`src/shared/zph_pkg.sv`:
```
// Contract
// - zone select code 0 off, 1 compares setpoint, 2 compares process value
// - zone hysteresis default 5, each of seven thresholds defaults 9999
// - zone selection and its settings only work under pid fixed control (code 1)
// - zone off: active group is the setpoint bank group
// - zone on: bank group ignored, group follows zone comparisons
// - boundary crossing happens at threshold plus one unit
// - contact input assigned to group selection disables zone selection
// - motor drive relay output keeps heat/cool split unavailable
// - heat/cool settings visible and writable only when heat/cool enabled
// - energy mode suppresses heat/cool switching; no effect with deadband below zero
// - heat = (mv-cp-db/2)*rate, cool = (cp-mv-db/2)*rate
// - rate = 100/(cp - db/2)
// - heat clamped by mv limits, cool clamped by cooling limits
// - heat group when mv at or above 50 percent, else cool group
// - group switch point stays 50 percent whatever the change point
// - low limit above high limit: limits swapped before clamping
// shared constants and types for the zone group and heat/cool split block
// assumes percent values in signed tenths of a percent, zone values in units
package zph_pkg;
	localparam int          ZPH_AW          = 5;
	localparam int          ZPH_DW          = 16;
	localparam int          ZPH_ZONES       = 7;
	localparam logic [4:0]  ZPH_A_CTRL      = 5'h00;
	localparam logic [4:0]  ZPH_A_ZSEL      = 5'h01;
	localparam logic [4:0]  ZPH_A_ZONE0     = 5'h02;
	localparam logic [4:0]  ZPH_A_ZHYS      = 5'h09;
	localparam logic [4:0]  ZPH_A_SPGRP     = 5'h0A;
	localparam logic [4:0]  ZPH_A_HCEN      = 5'h0B;
	localparam logic [4:0]  ZPH_A_HCMODE    = 5'h0C;
	localparam logic [4:0]  ZPH_A_DB        = 5'h0D;
	localparam logic [4:0]  ZPH_A_CP        = 5'h0E;
	localparam logic [4:0]  ZPH_A_MVLO      = 5'h0F;
	localparam logic [4:0]  ZPH_A_MVHI      = 5'h10;
	localparam logic [4:0]  ZPH_A_CLLO      = 5'h11;
	localparam logic [4:0]  ZPH_A_CLHI      = 5'h12;
	localparam logic [4:0]  ZPH_A_STAT      = 5'h13;
	localparam logic [4:0]  ZPH_A_HEATMV    = 5'h14;
	localparam logic [4:0]  ZPH_A_COOLMV    = 5'h15;
	localparam logic [1:0]  ZPH_CTRL_PIDFIX = 2'h1;
	localparam logic [1:0]  ZPH_ZSEL_OFF    = 2'h0;
	localparam logic [1:0]  ZPH_ZSEL_SP     = 2'h1;
	localparam logic [1:0]  ZPH_ZSEL_PV     = 2'h2;
	localparam logic [1:0]  ZPH_RST_CTRL    = 2'h1;
	localparam logic [15:0] ZPH_RST_ZONE    = 16'h270F;
	localparam logic [15:0] ZPH_RST_ZHYS    = 16'h0005;
	localparam logic [15:0] ZPH_RST_DB      = 16'h0000;
	localparam logic [15:0] ZPH_RST_CP      = 16'h01F4;
	localparam logic [15:0] ZPH_RST_LO      = 16'h0000;
	localparam logic [15:0] ZPH_RST_HI      = 16'h03E8;
	localparam logic [15:0] ZPH_MV_HALF     = 16'h01F4;
	localparam logic [31:0] ZPH_PCT_FULL    = 32'h0000_03E8;
	localparam logic [2:0]  ZPH_LAST_GROUP  = 3'h7;
	localparam logic [17:0] ZPH_ONE_UNIT    = 18'h00001;
	typedef struct packed {
		logic signed [15:0] lo;
		logic signed [15:0] hi;
	} zph_lim_t;
	typedef struct packed {
		logic signed [15:0] deadband;
		logic signed [15:0] change_point;
		zph_lim_t           heat_lim;
		zph_lim_t           cool_lim;
	} zph_hc_cfg_t;
endpackage

```
`src/core/zph_clamp.sv`:
```
// clamps a signed value between two limits, swapping them if given reversed
// assumes limits fit in the value width after sign extension
`timescale 1ns/100ps
module zph_clamp
	import zph_pkg::*;
#(
	parameter int W = 32
)
(
	input  wire logic signed [W-1:0] value,
	input  wire zph_lim_t            lim,
	output logic signed [15:0]       result
);
	logic signed [W-1:0] lo_x;
	logic signed [W-1:0] hi_x;
	logic signed [W-1:0] tmp;

	always_comb
	begin
		if (lim.lo > lim.hi)
		begin
			lo_x = W'(lim.hi);
			hi_x = W'(lim.lo);
		end
		else
		begin
			lo_x = W'(lim.lo);
			hi_x = W'(lim.hi);
		end
		if (value < lo_x)
			tmp = lo_x;
		else if (value > hi_x)
			tmp = hi_x;
		else
			tmp = value;
		result = tmp[15:0];
	end
endmodule

```
`src/core/zph_top.sv`:
```
// zone pid group selection and heat/cool output split
// assumes mv, setpoint and process value are synchronous to ref_clk
`timescale 1ns/100ps
module zph_top
	import zph_pkg::*;
(
	input  wire logic                    ref_clk,
	input  wire logic                    rstn,
	input  wire logic [ZPH_AW-1:0]       addr,
	input  wire logic [ZPH_DW-1:0]       wdata,
	input  wire logic                    wr_stb,
	input  wire logic                    rd_stb,
	output logic [ZPH_DW-1:0]            rdata_ff,
	input  wire logic signed [15:0]      setpoint,
	input  wire logic signed [15:0]      process_value,
	input  wire logic signed [15:0]      manipulated_variable,
	input  wire logic                    internal_contact_input,
	input  wire logic                    motor_drive_relay_output,
	output logic [2:0]                   group_ff,
	output logic                         zone_active_ff,
	output logic                         heat_group_ff,
	output logic signed [15:0]           heat_mv_ff,
	output logic signed [15:0]           cool_mv_ff
);
	logic [1:0]          ctrl_method_ff;
	logic [1:0]          zone_select_setting_ff;
	logic signed [15:0]  zone_thr_ff [ZPH_ZONES];
	logic [15:0]         zone_hysteresis_ff;
	logic [2:0]          sp_group_ff;
	logic                heat_cool_enable_ff;
	logic                heat_cool_energy_mode_ff;
	zph_hc_cfg_t         hc_cfg_ff;
	logic [2:0]          zone_ff;
	logic                side_heat_ff;

	logic                zone_cfg_ok;
	logic                hc_cfg_ok;
	logic                zone_en;
	logic                hc_on;
	logic signed [17:0]  cmp_val;
	logic [2:0]          raw_zone;
	logic signed [17:0]  hys_x;
	logic signed [17:0]  up_thr;
	logic signed [17:0]  dn_thr;
	logic                zone_move;
	logic [2:0]          nxt_zone;
	logic signed [31:0]  mv2;
	logic signed [31:0]  cp2;
	logic signed [31:0]  db_x;
	logic signed [31:0]  den2;
	logic signed [31:0]  heat_raw;
	logic signed [31:0]  cool_raw;
	logic signed [31:0]  heat_in;
	logic signed [31:0]  cool_in;
	logic                suppress;
	logic                nxt_side_heat;
	logic signed [15:0]  heat_clamped;
	logic signed [15:0]  cool_clamped;
	logic [ZPH_DW-1:0]   nxt_rdata;

	assign zone_cfg_ok = (ctrl_method_ff == ZPH_CTRL_PIDFIX);
	assign hc_cfg_ok   = heat_cool_enable_ff;
	assign zone_en     = zone_cfg_ok && (zone_select_setting_ff != ZPH_ZSEL_OFF)
		&& !internal_contact_input;
	assign hc_on       = heat_cool_enable_ff && !motor_drive_relay_output;

	// configuration writes; hidden settings ignore writes
	always_ff @(posedge ref_clk or negedge rstn)
	begin
		if (!rstn)
		begin
			ctrl_method_ff           <= ZPH_RST_CTRL;
			zone_select_setting_ff   <= ZPH_ZSEL_OFF;
			zone_hysteresis_ff       <= ZPH_RST_ZHYS;
			sp_group_ff              <= 3'h0;
			heat_cool_enable_ff      <= 1'b0;
			heat_cool_energy_mode_ff <= 1'b0;
		end
		else if (wr_stb)
		begin
			case (addr)
				ZPH_A_CTRL:   ctrl_method_ff <= wdata[1:0];
				ZPH_A_SPGRP:  sp_group_ff <= wdata[2:0];
				ZPH_A_HCEN:   heat_cool_enable_ff <= wdata[0];
				ZPH_A_ZSEL:   if (zone_cfg_ok) zone_select_setting_ff <= wdata[1:0];
				ZPH_A_ZHYS:   if (zone_cfg_ok) zone_hysteresis_ff <= wdata;
				ZPH_A_HCMODE: if (hc_cfg_ok) heat_cool_energy_mode_ff <= wdata[0];
				default:      ;
			endcase
		end
	end

	always_ff @(posedge ref_clk or negedge rstn)
	begin
		if (!rstn)
		begin
			for (int i = 0; i < ZPH_ZONES; i++)
				zone_thr_ff[i] <= ZPH_RST_ZONE;
		end
		else
		begin
			for (int i = 0; i < ZPH_ZONES; i++)
				if (wr_stb && zone_cfg_ok && addr == ZPH_A_ZONE0 + 5'(i))
					zone_thr_ff[i] <= wdata;
		end
	end

	always_ff @(posedge ref_clk or negedge rstn)
	begin
		if (!rstn)
		begin
			hc_cfg_ff.deadband     <= ZPH_RST_DB;
			hc_cfg_ff.change_point <= ZPH_RST_CP;
			hc_cfg_ff.heat_lim.lo  <= ZPH_RST_LO;
			hc_cfg_ff.heat_lim.hi  <= ZPH_RST_HI;
			hc_cfg_ff.cool_lim.lo  <= ZPH_RST_LO;
			hc_cfg_ff.cool_lim.hi  <= ZPH_RST_HI;
		end
		else if (wr_stb)
		begin
			case (addr)
				ZPH_A_DB:   if (hc_cfg_ok) hc_cfg_ff.deadband <= wdata;
				ZPH_A_CP:   if (hc_cfg_ok) hc_cfg_ff.change_point <= wdata;
				ZPH_A_MVLO: hc_cfg_ff.heat_lim.lo <= wdata;
				ZPH_A_MVHI: hc_cfg_ff.heat_lim.hi <= wdata;
				ZPH_A_CLLO: if (hc_cfg_ok) hc_cfg_ff.cool_lim.lo <= wdata;
				ZPH_A_CLHI: if (hc_cfg_ok) hc_cfg_ff.cool_lim.hi <= wdata;
				default:    ;
			endcase
		end
	end

	// zone search and hysteresis on leaving the current zone
	always_comb
	begin
		cmp_val = (zone_select_setting_ff == ZPH_ZSEL_SP) ? 18'(setpoint)
			: 18'(process_value);
		raw_zone = ZPH_LAST_GROUP;
		for (int i = ZPH_ZONES - 1; i >= 0; i--)
			if (cmp_val < 18'(zone_thr_ff[i]) + $signed(ZPH_ONE_UNIT))
				raw_zone = 3'(i);
		hys_x  = 18'(zone_hysteresis_ff);
		up_thr = (zone_ff < ZPH_LAST_GROUP) ? 18'(zone_thr_ff[zone_ff]) : 18'h1FFFF;
		dn_thr = (zone_ff != 3'h0) ? 18'(zone_thr_ff[zone_ff - 3'h1]) : 18'h20000;
		if (raw_zone > zone_ff)
			zone_move = cmp_val > up_thr + hys_x;
		else if (raw_zone < zone_ff)
			zone_move = cmp_val < dn_thr + $signed(ZPH_ONE_UNIT) - hys_x;
		else
			zone_move = 1'b0;
		if (!zone_en || zone_move)
			nxt_zone = raw_zone;
		else
			nxt_zone = zone_ff;
	end

	always_ff @(posedge ref_clk or negedge rstn)
	begin
		if (!rstn)
		begin
			zone_ff        <= 3'h0;
			group_ff       <= 3'h0;
			zone_active_ff <= 1'b0;
		end
		else
		begin
			zone_ff        <= nxt_zone;
			zone_active_ff <= zone_en;
			group_ff       <= zone_en ? nxt_zone : sp_group_ff;
		end
	end

	// heat/cool arithmetic in doubled units so half the deadband stays exact
	always_comb
	begin
		mv2  = 32'(manipulated_variable) <<< 1;
		cp2  = 32'(hc_cfg_ff.change_point) <<< 1;
		db_x = 32'(hc_cfg_ff.deadband);
		den2 = cp2 - db_x;
		if (den2 == 32'h0)
		begin
			heat_raw = 32'h0;
			cool_raw = 32'h0;
		end
		else
		begin
			heat_raw = ((mv2 - cp2 - db_x) * $signed(ZPH_PCT_FULL)) / den2;
			cool_raw = ((cp2 - mv2 - db_x) * $signed(ZPH_PCT_FULL)) / den2;
		end
		suppress = heat_cool_energy_mode_ff && !hc_cfg_ff.deadband[15];
		if (mv2 >= cp2 + db_x)
			nxt_side_heat = 1'b1;
		else if (mv2 < cp2 - db_x)
			nxt_side_heat = 1'b0;
		else
			nxt_side_heat = side_heat_ff;
		if (!hc_on)
		begin
			heat_in = 32'(manipulated_variable);
			cool_in = 32'h0;
		end
		else if (suppress)
		begin
			heat_in = side_heat_ff ? heat_raw : 32'h0;
			cool_in = side_heat_ff ? 32'h0 : cool_raw;
		end
		else
		begin
			heat_in = heat_raw;
			cool_in = cool_raw;
		end
	end

	zph_clamp #(.W(32)) u_heat_clamp
	(
		.value  (heat_in),
		.lim    (hc_cfg_ff.heat_lim),
		.result (heat_clamped)
	);

	zph_clamp #(.W(32)) u_cool_clamp
	(
		.value  (cool_in),
		.lim    (hc_cfg_ff.cool_lim),
		.result (cool_clamped)
	);

	always_ff @(posedge ref_clk or negedge rstn)
	begin
		if (!rstn)
		begin
			heat_mv_ff    <= 16'h0000;
			cool_mv_ff    <= 16'h0000;
			heat_group_ff <= 1'b1;
			side_heat_ff  <= 1'b1;
		end
		else
		begin
			heat_mv_ff    <= heat_clamped;
			cool_mv_ff    <= hc_on ? cool_clamped : 16'h0000;
			heat_group_ff <= manipulated_variable >= $signed(ZPH_MV_HALF);
			side_heat_ff  <= nxt_side_heat;
		end
	end

	// read port; hidden settings read as zero
	always_comb
	begin
		case (addr)
			ZPH_A_CTRL:   nxt_rdata = 16'(ctrl_method_ff);
			ZPH_A_ZSEL:   nxt_rdata = zone_cfg_ok ? 16'(zone_select_setting_ff) : 16'h0000;
			ZPH_A_ZHYS:   nxt_rdata = zone_cfg_ok ? zone_hysteresis_ff : 16'h0000;
			ZPH_A_SPGRP:  nxt_rdata = 16'(sp_group_ff);
			ZPH_A_HCEN:   nxt_rdata = 16'(heat_cool_enable_ff);
			ZPH_A_HCMODE: nxt_rdata = hc_cfg_ok ? 16'(heat_cool_energy_mode_ff) : 16'h0000;
			ZPH_A_DB:     nxt_rdata = hc_cfg_ok ? hc_cfg_ff.deadband : 16'h0000;
			ZPH_A_CP:     nxt_rdata = hc_cfg_ok ? hc_cfg_ff.change_point : 16'h0000;
			ZPH_A_MVLO:   nxt_rdata = hc_cfg_ff.heat_lim.lo;
			ZPH_A_MVHI:   nxt_rdata = hc_cfg_ff.heat_lim.hi;
			ZPH_A_CLLO:   nxt_rdata = hc_cfg_ok ? hc_cfg_ff.cool_lim.lo : 16'h0000;
			ZPH_A_CLHI:   nxt_rdata = hc_cfg_ok ? hc_cfg_ff.cool_lim.hi : 16'h0000;
			ZPH_A_STAT:   nxt_rdata = {9'h000, side_heat_ff, heat_group_ff, zone_active_ff,
				1'b0, group_ff};
			ZPH_A_HEATMV: nxt_rdata = heat_mv_ff;
			ZPH_A_COOLMV: nxt_rdata = cool_mv_ff;
			default:
			begin
				nxt_rdata = 16'h0000;
				for (int i = 0; i < ZPH_ZONES; i++)
					if (addr == ZPH_A_ZONE0 + 5'(i) && zone_cfg_ok)
						nxt_rdata = zone_thr_ff[i];
			end
		endcase
	end

	always_ff @(posedge ref_clk or negedge rstn)
	begin
		if (!rstn)
			rdata_ff <= 16'h0000;
		else
			rdata_ff <= rd_stb ? nxt_rdata : 16'h0000;
	end
endmodule

```
`config.mk`:
```
export PLATFORM = sky130hd
export DESIGN_NAME = zph_top
export DESIGN_NICKNAME = d
export VERILOG_FILES = /design/src/shared/zph_pkg.sv /design/src/core/zph_clamp.sv /design/src/core/zph_top.sv
export SDC_FILE = /design/constraint.sdc
export NUM_CORES = 2
export LEC_CHECK = 0
export ABC_AREA = 1
export BUFFER_PORTS_ARGS = -buffer_cell sky130_fd_sc_hd__buf_2
export CAP_MARGIN = 0
export CORE_ASPECT_RATIO = 2
export CORE_MARGIN = 2
export CORE_UTILIZATION = 43
export DETAILED_ROUTE_END_ITERATION = 8
export PLACE_DENSITY_LB_ADDON = 0.15
export SETUP_SLACK_MARGIN = 0.2
export SLEW_MARGIN = 0
export SYNTH_ARGS = -nofsm -noshare
export SYNTH_HDL_FRONTEND = slang
export SYNTH_HIERARCHICAL = 1
export SYNTH_SLANG_ARGS = --single-unit
```
`constraint.sdc`:
```
create_clock -name ref_clk -period 147 [get_ports ref_clk]
set_input_delay 22.05 -clock ref_clk [delete_from_list [all_inputs] [get_ports ref_clk]]
set_output_delay 22.05 -clock ref_clk [all_outputs]
set_load 0.01 [all_outputs]
```
==> flow_summary.json <==
{
  "yosysTopAreaCell": "ha_1",
  "violations": "max-capacitance violations",
  "initial_core_util": 0.432,
  "slew_headroom": 0.00133,
  "syn-instance-count": 14700,
  "place_ws_ns": 13.89,
  "grt_usage": 0.356,
  "setup_tns_ns": 0,
  "finalSetupViolCount": 0,
  "crit_arrival_ns": 133.68,
  "n_fill_cell": 23800,
  "stdcell_count": 17800,
  "critPathBufInv": 119,
  "reg2reg_slack_ns": 34.13,
  "synth_area_leaders": "ha_1, nand2_1, inv_1",
  "synth_edf_count": 0,
  "clkTransAtPathRegs_ns": 0.07,
  "cts_root_buffer": "clkbuf_16",
  "nets": 16700,
  "fp.dieArea_um2": 224000,
  "ctsResizeCount": 0,
  "ys_warn_count": 6,
  "cap_violations": 2,
  "final_area_um2": 99400,
  "grtUsageMet3": 0.102,
  "whs_path_depth": 2,
  "htree_levels": 1,
  "yosys-top-cells-count": "nand2_1, inv_1, ha_1",
  "wire_per_inst_um": 22.5,
  "synth_most_common_cell": "nand2_1",
  "synth_top_area_share": 0.215,
  "areaGrowthSynthToFinish_pct": 5.13,
  "drc": 0,
  "gp_congestion": 1.09,
  "first_global_vias": 98900,
  "dr_total_vias": 98700,
  "syn-cell-area_um2": 94500,
  "dieWidth_um": 336,
  "synth_seq_area_share": 0.0778,
  "fmax_mhz": 7.51,
  "ff_latch_area_um2": 7360,
  "post_cts_buffers": 0,
  "crit_cells": 668,
  "gr-usage-met1": 0.274,
  "cts.sink_count": 290,
  "tightest_slew_ns": 1.49,
  "first_pass_iters": 5,
  "timing.critical_path.required_ns": 147.59,
  "crit_path_frequent_cell": "nand2_1",
  "postPlaceCellArea_um2": 98200,
  "holdBufCountCts": 0,
  "hold_class": "reg -> reg",
  "outcome": "finished, violations left",
  "grt_pass1_wl_mm": 594,
  "drive_gt1_frac": 0.0797,
  "min_period_ns": 133.09,
  "grt_max_degree": 73,
  "dpl.cell_count": 17700,
  "hpwl_mm": 330,
  "period_share": 0.905,
  "portBuffers": 127,
  "multi_input_area_um2": 76600,
  "avgSynthCellArea_um2": 6.43,
  "critical-path-top-delay-family": "compound AO/OA/AOI/OAI gates",
  "critical_path.max_stage_delay_ns": 1.27,
  "grt_setup_unrepaired": "no",
  "ys_ff_latch": 290,
  "cp-start-kind": "input pin",
  "rr_worst_depth": 668,
  "ys.flop_type": "dfrtp_1",
  "die_y_um": 667,
  "crit_slowest_cell": "fa_1",
  "use_met2": 0.655,
  "netlist-cell-type-count": 108,
  "critPathMaxFanout": 42,
  "core_um2": 219000,
  "antenna_left": 0,
  "rows": 243,
  "async_flop_share": 1.00,
  "grt.busiest_layer": "met2",
  "num_io_pins": 128,
  "wl_mm": 400,
  "hold_viol_final": 0,
  "critical_path_class": "in -> reg",
  "antenna_found_initial": 62,
  "finalWorstSetupSlack_ns": 13.91,
  "insertion_delay_ns": 0.73,
  "critical_path.endpoint_type": "register",
  "finalMaxSlewViolations": 0,
  "skew_ns": 0.0578,
  "cts_inserted_buffers": 27,
  "initialDrtViolationCount": 4880,
  "cts_tree": "built",
  "grt_overflow_total": 0,
  "clock_path_buffers": 3,
  "vias_per_cell": 5.56
}
cells by family (layout without fill, tap and decap cells):
| logic type | Yosys count | count (layout) | share of synthesized area |
|---|---|---|---|
| fa+ha+maj | 1777 | 1777 | 0.248 |
| buf+inv | 2749 | 2726 | 0.123 |
| compound gates | 3050 | 3050 | 0.191 |
| flops | 290 | 290 | 0.0778 |
| xor+xnor | 944 | 944 | 0.0875 |
| simple gates | 5859 | 5859 | 0.269 |
| other cells | 2 | 256 | 0.0000794 |
| mux | 35 | 35 | 0.00398 |
cell usage in the layout, fill, tap and decap left out, types with 67 or more instances in the layout:
cell type / count
o21ai_0: 904
conb_1: 214
ha_1: 1621
nand2_1: 3668
fa_1: 156
xor2_1: 577
inv_2: 84
a211oi_1: 70
o21bai_1: 134
a21oi_1: 1077
a21o_1: 119
o21ai_1: 156
buf_4: 146
nand2_2: 133
xnor2_1: 360
nand3_1: 541
buf_2: 126
inv_1: 2279
o21ai_2: 72
a21oi_2: 67
dfrtp_1: 210
nand4_1: 182
dfstp_2: 79
or2_2: 155
nor3_1: 152
nor2_1: 730
cell type report:
type                       count  share of cell area
sequential                   290              0.0741
inverter                    2398              0.0910
antenna                       42             0.00106
clock buffer                  38             0.00792
timing repair buffer         278              0.0183
clock inverter                12             0.00161
tap                         2817              0.0355
multi-input combinational  11900               0.771
final timing paths:
kind / startpoint / end
worst max-delay path: manipulated_variable[15] / cool_mv_ff[12]
worst min-delay path: zone_thr_ff[57] / zone_thr_ff[57]
worst max register to register: cp2[16] / cool_mv_ff[12]
worst min register to register: zone_thr_ff[57] / zone_thr_ff[57]
max in group asynchronous: rstn / zone_hysteresis_ff[1]
min in group asynchronous: rstn / zone_hysteresis_ff[15]
flip-flops by register name (all words and copies together), names as in the netlist, 2 cells and up:
signal and cells:
ctrl_method_ff 2, heat_mv_ff 16, sp_group_ff 3, cool_mv_ff 16, zone_select_setting_ff 2, db_x 16
hc_cfg_ff 64, zone_ff 3, group_ff 3, zone_thr_ff 112, cp2 16, zone_hysteresis_ff 16
rdata_ff 16
metrics by stage:
| stage | util | hold slack [ns] |
|---|---|---|
| finish | 0.454 | 0.497 |
| floorplan | - | 0.453 |
| CTS | 0.453 | 0.495 |
| detailed placement | 0.449 | 0.475 |
| global placement | 0.449 | 0.471 |
| global route | 0.454 | 0.517 |
per-layer routing:
metal	routed length [um]	vias to the layer above
li1	-	48500
met1	116000	45400
met2	205000	2924
met3	23500	1831
met4	55300	42
met5	248	-
worst reg2reg max path, delay by kind of cell, from the launching register on:
kind / cells / cell delay [ns]
AO/OA/AOI/OAI: 245 / 46.47
XOR/XNOR: 2 / 1.54
flip-flops: 1 / 0.61
adder cells (fa/ha/maj): 38 / 14.39
AND/OR/NAND/NOR: 264 / 32.00
buffers and inverters: 119 / 17.84
Power is not shown: default switching activity piles up to over one toggle a cycle in this logic, so the estimate is an artifact.
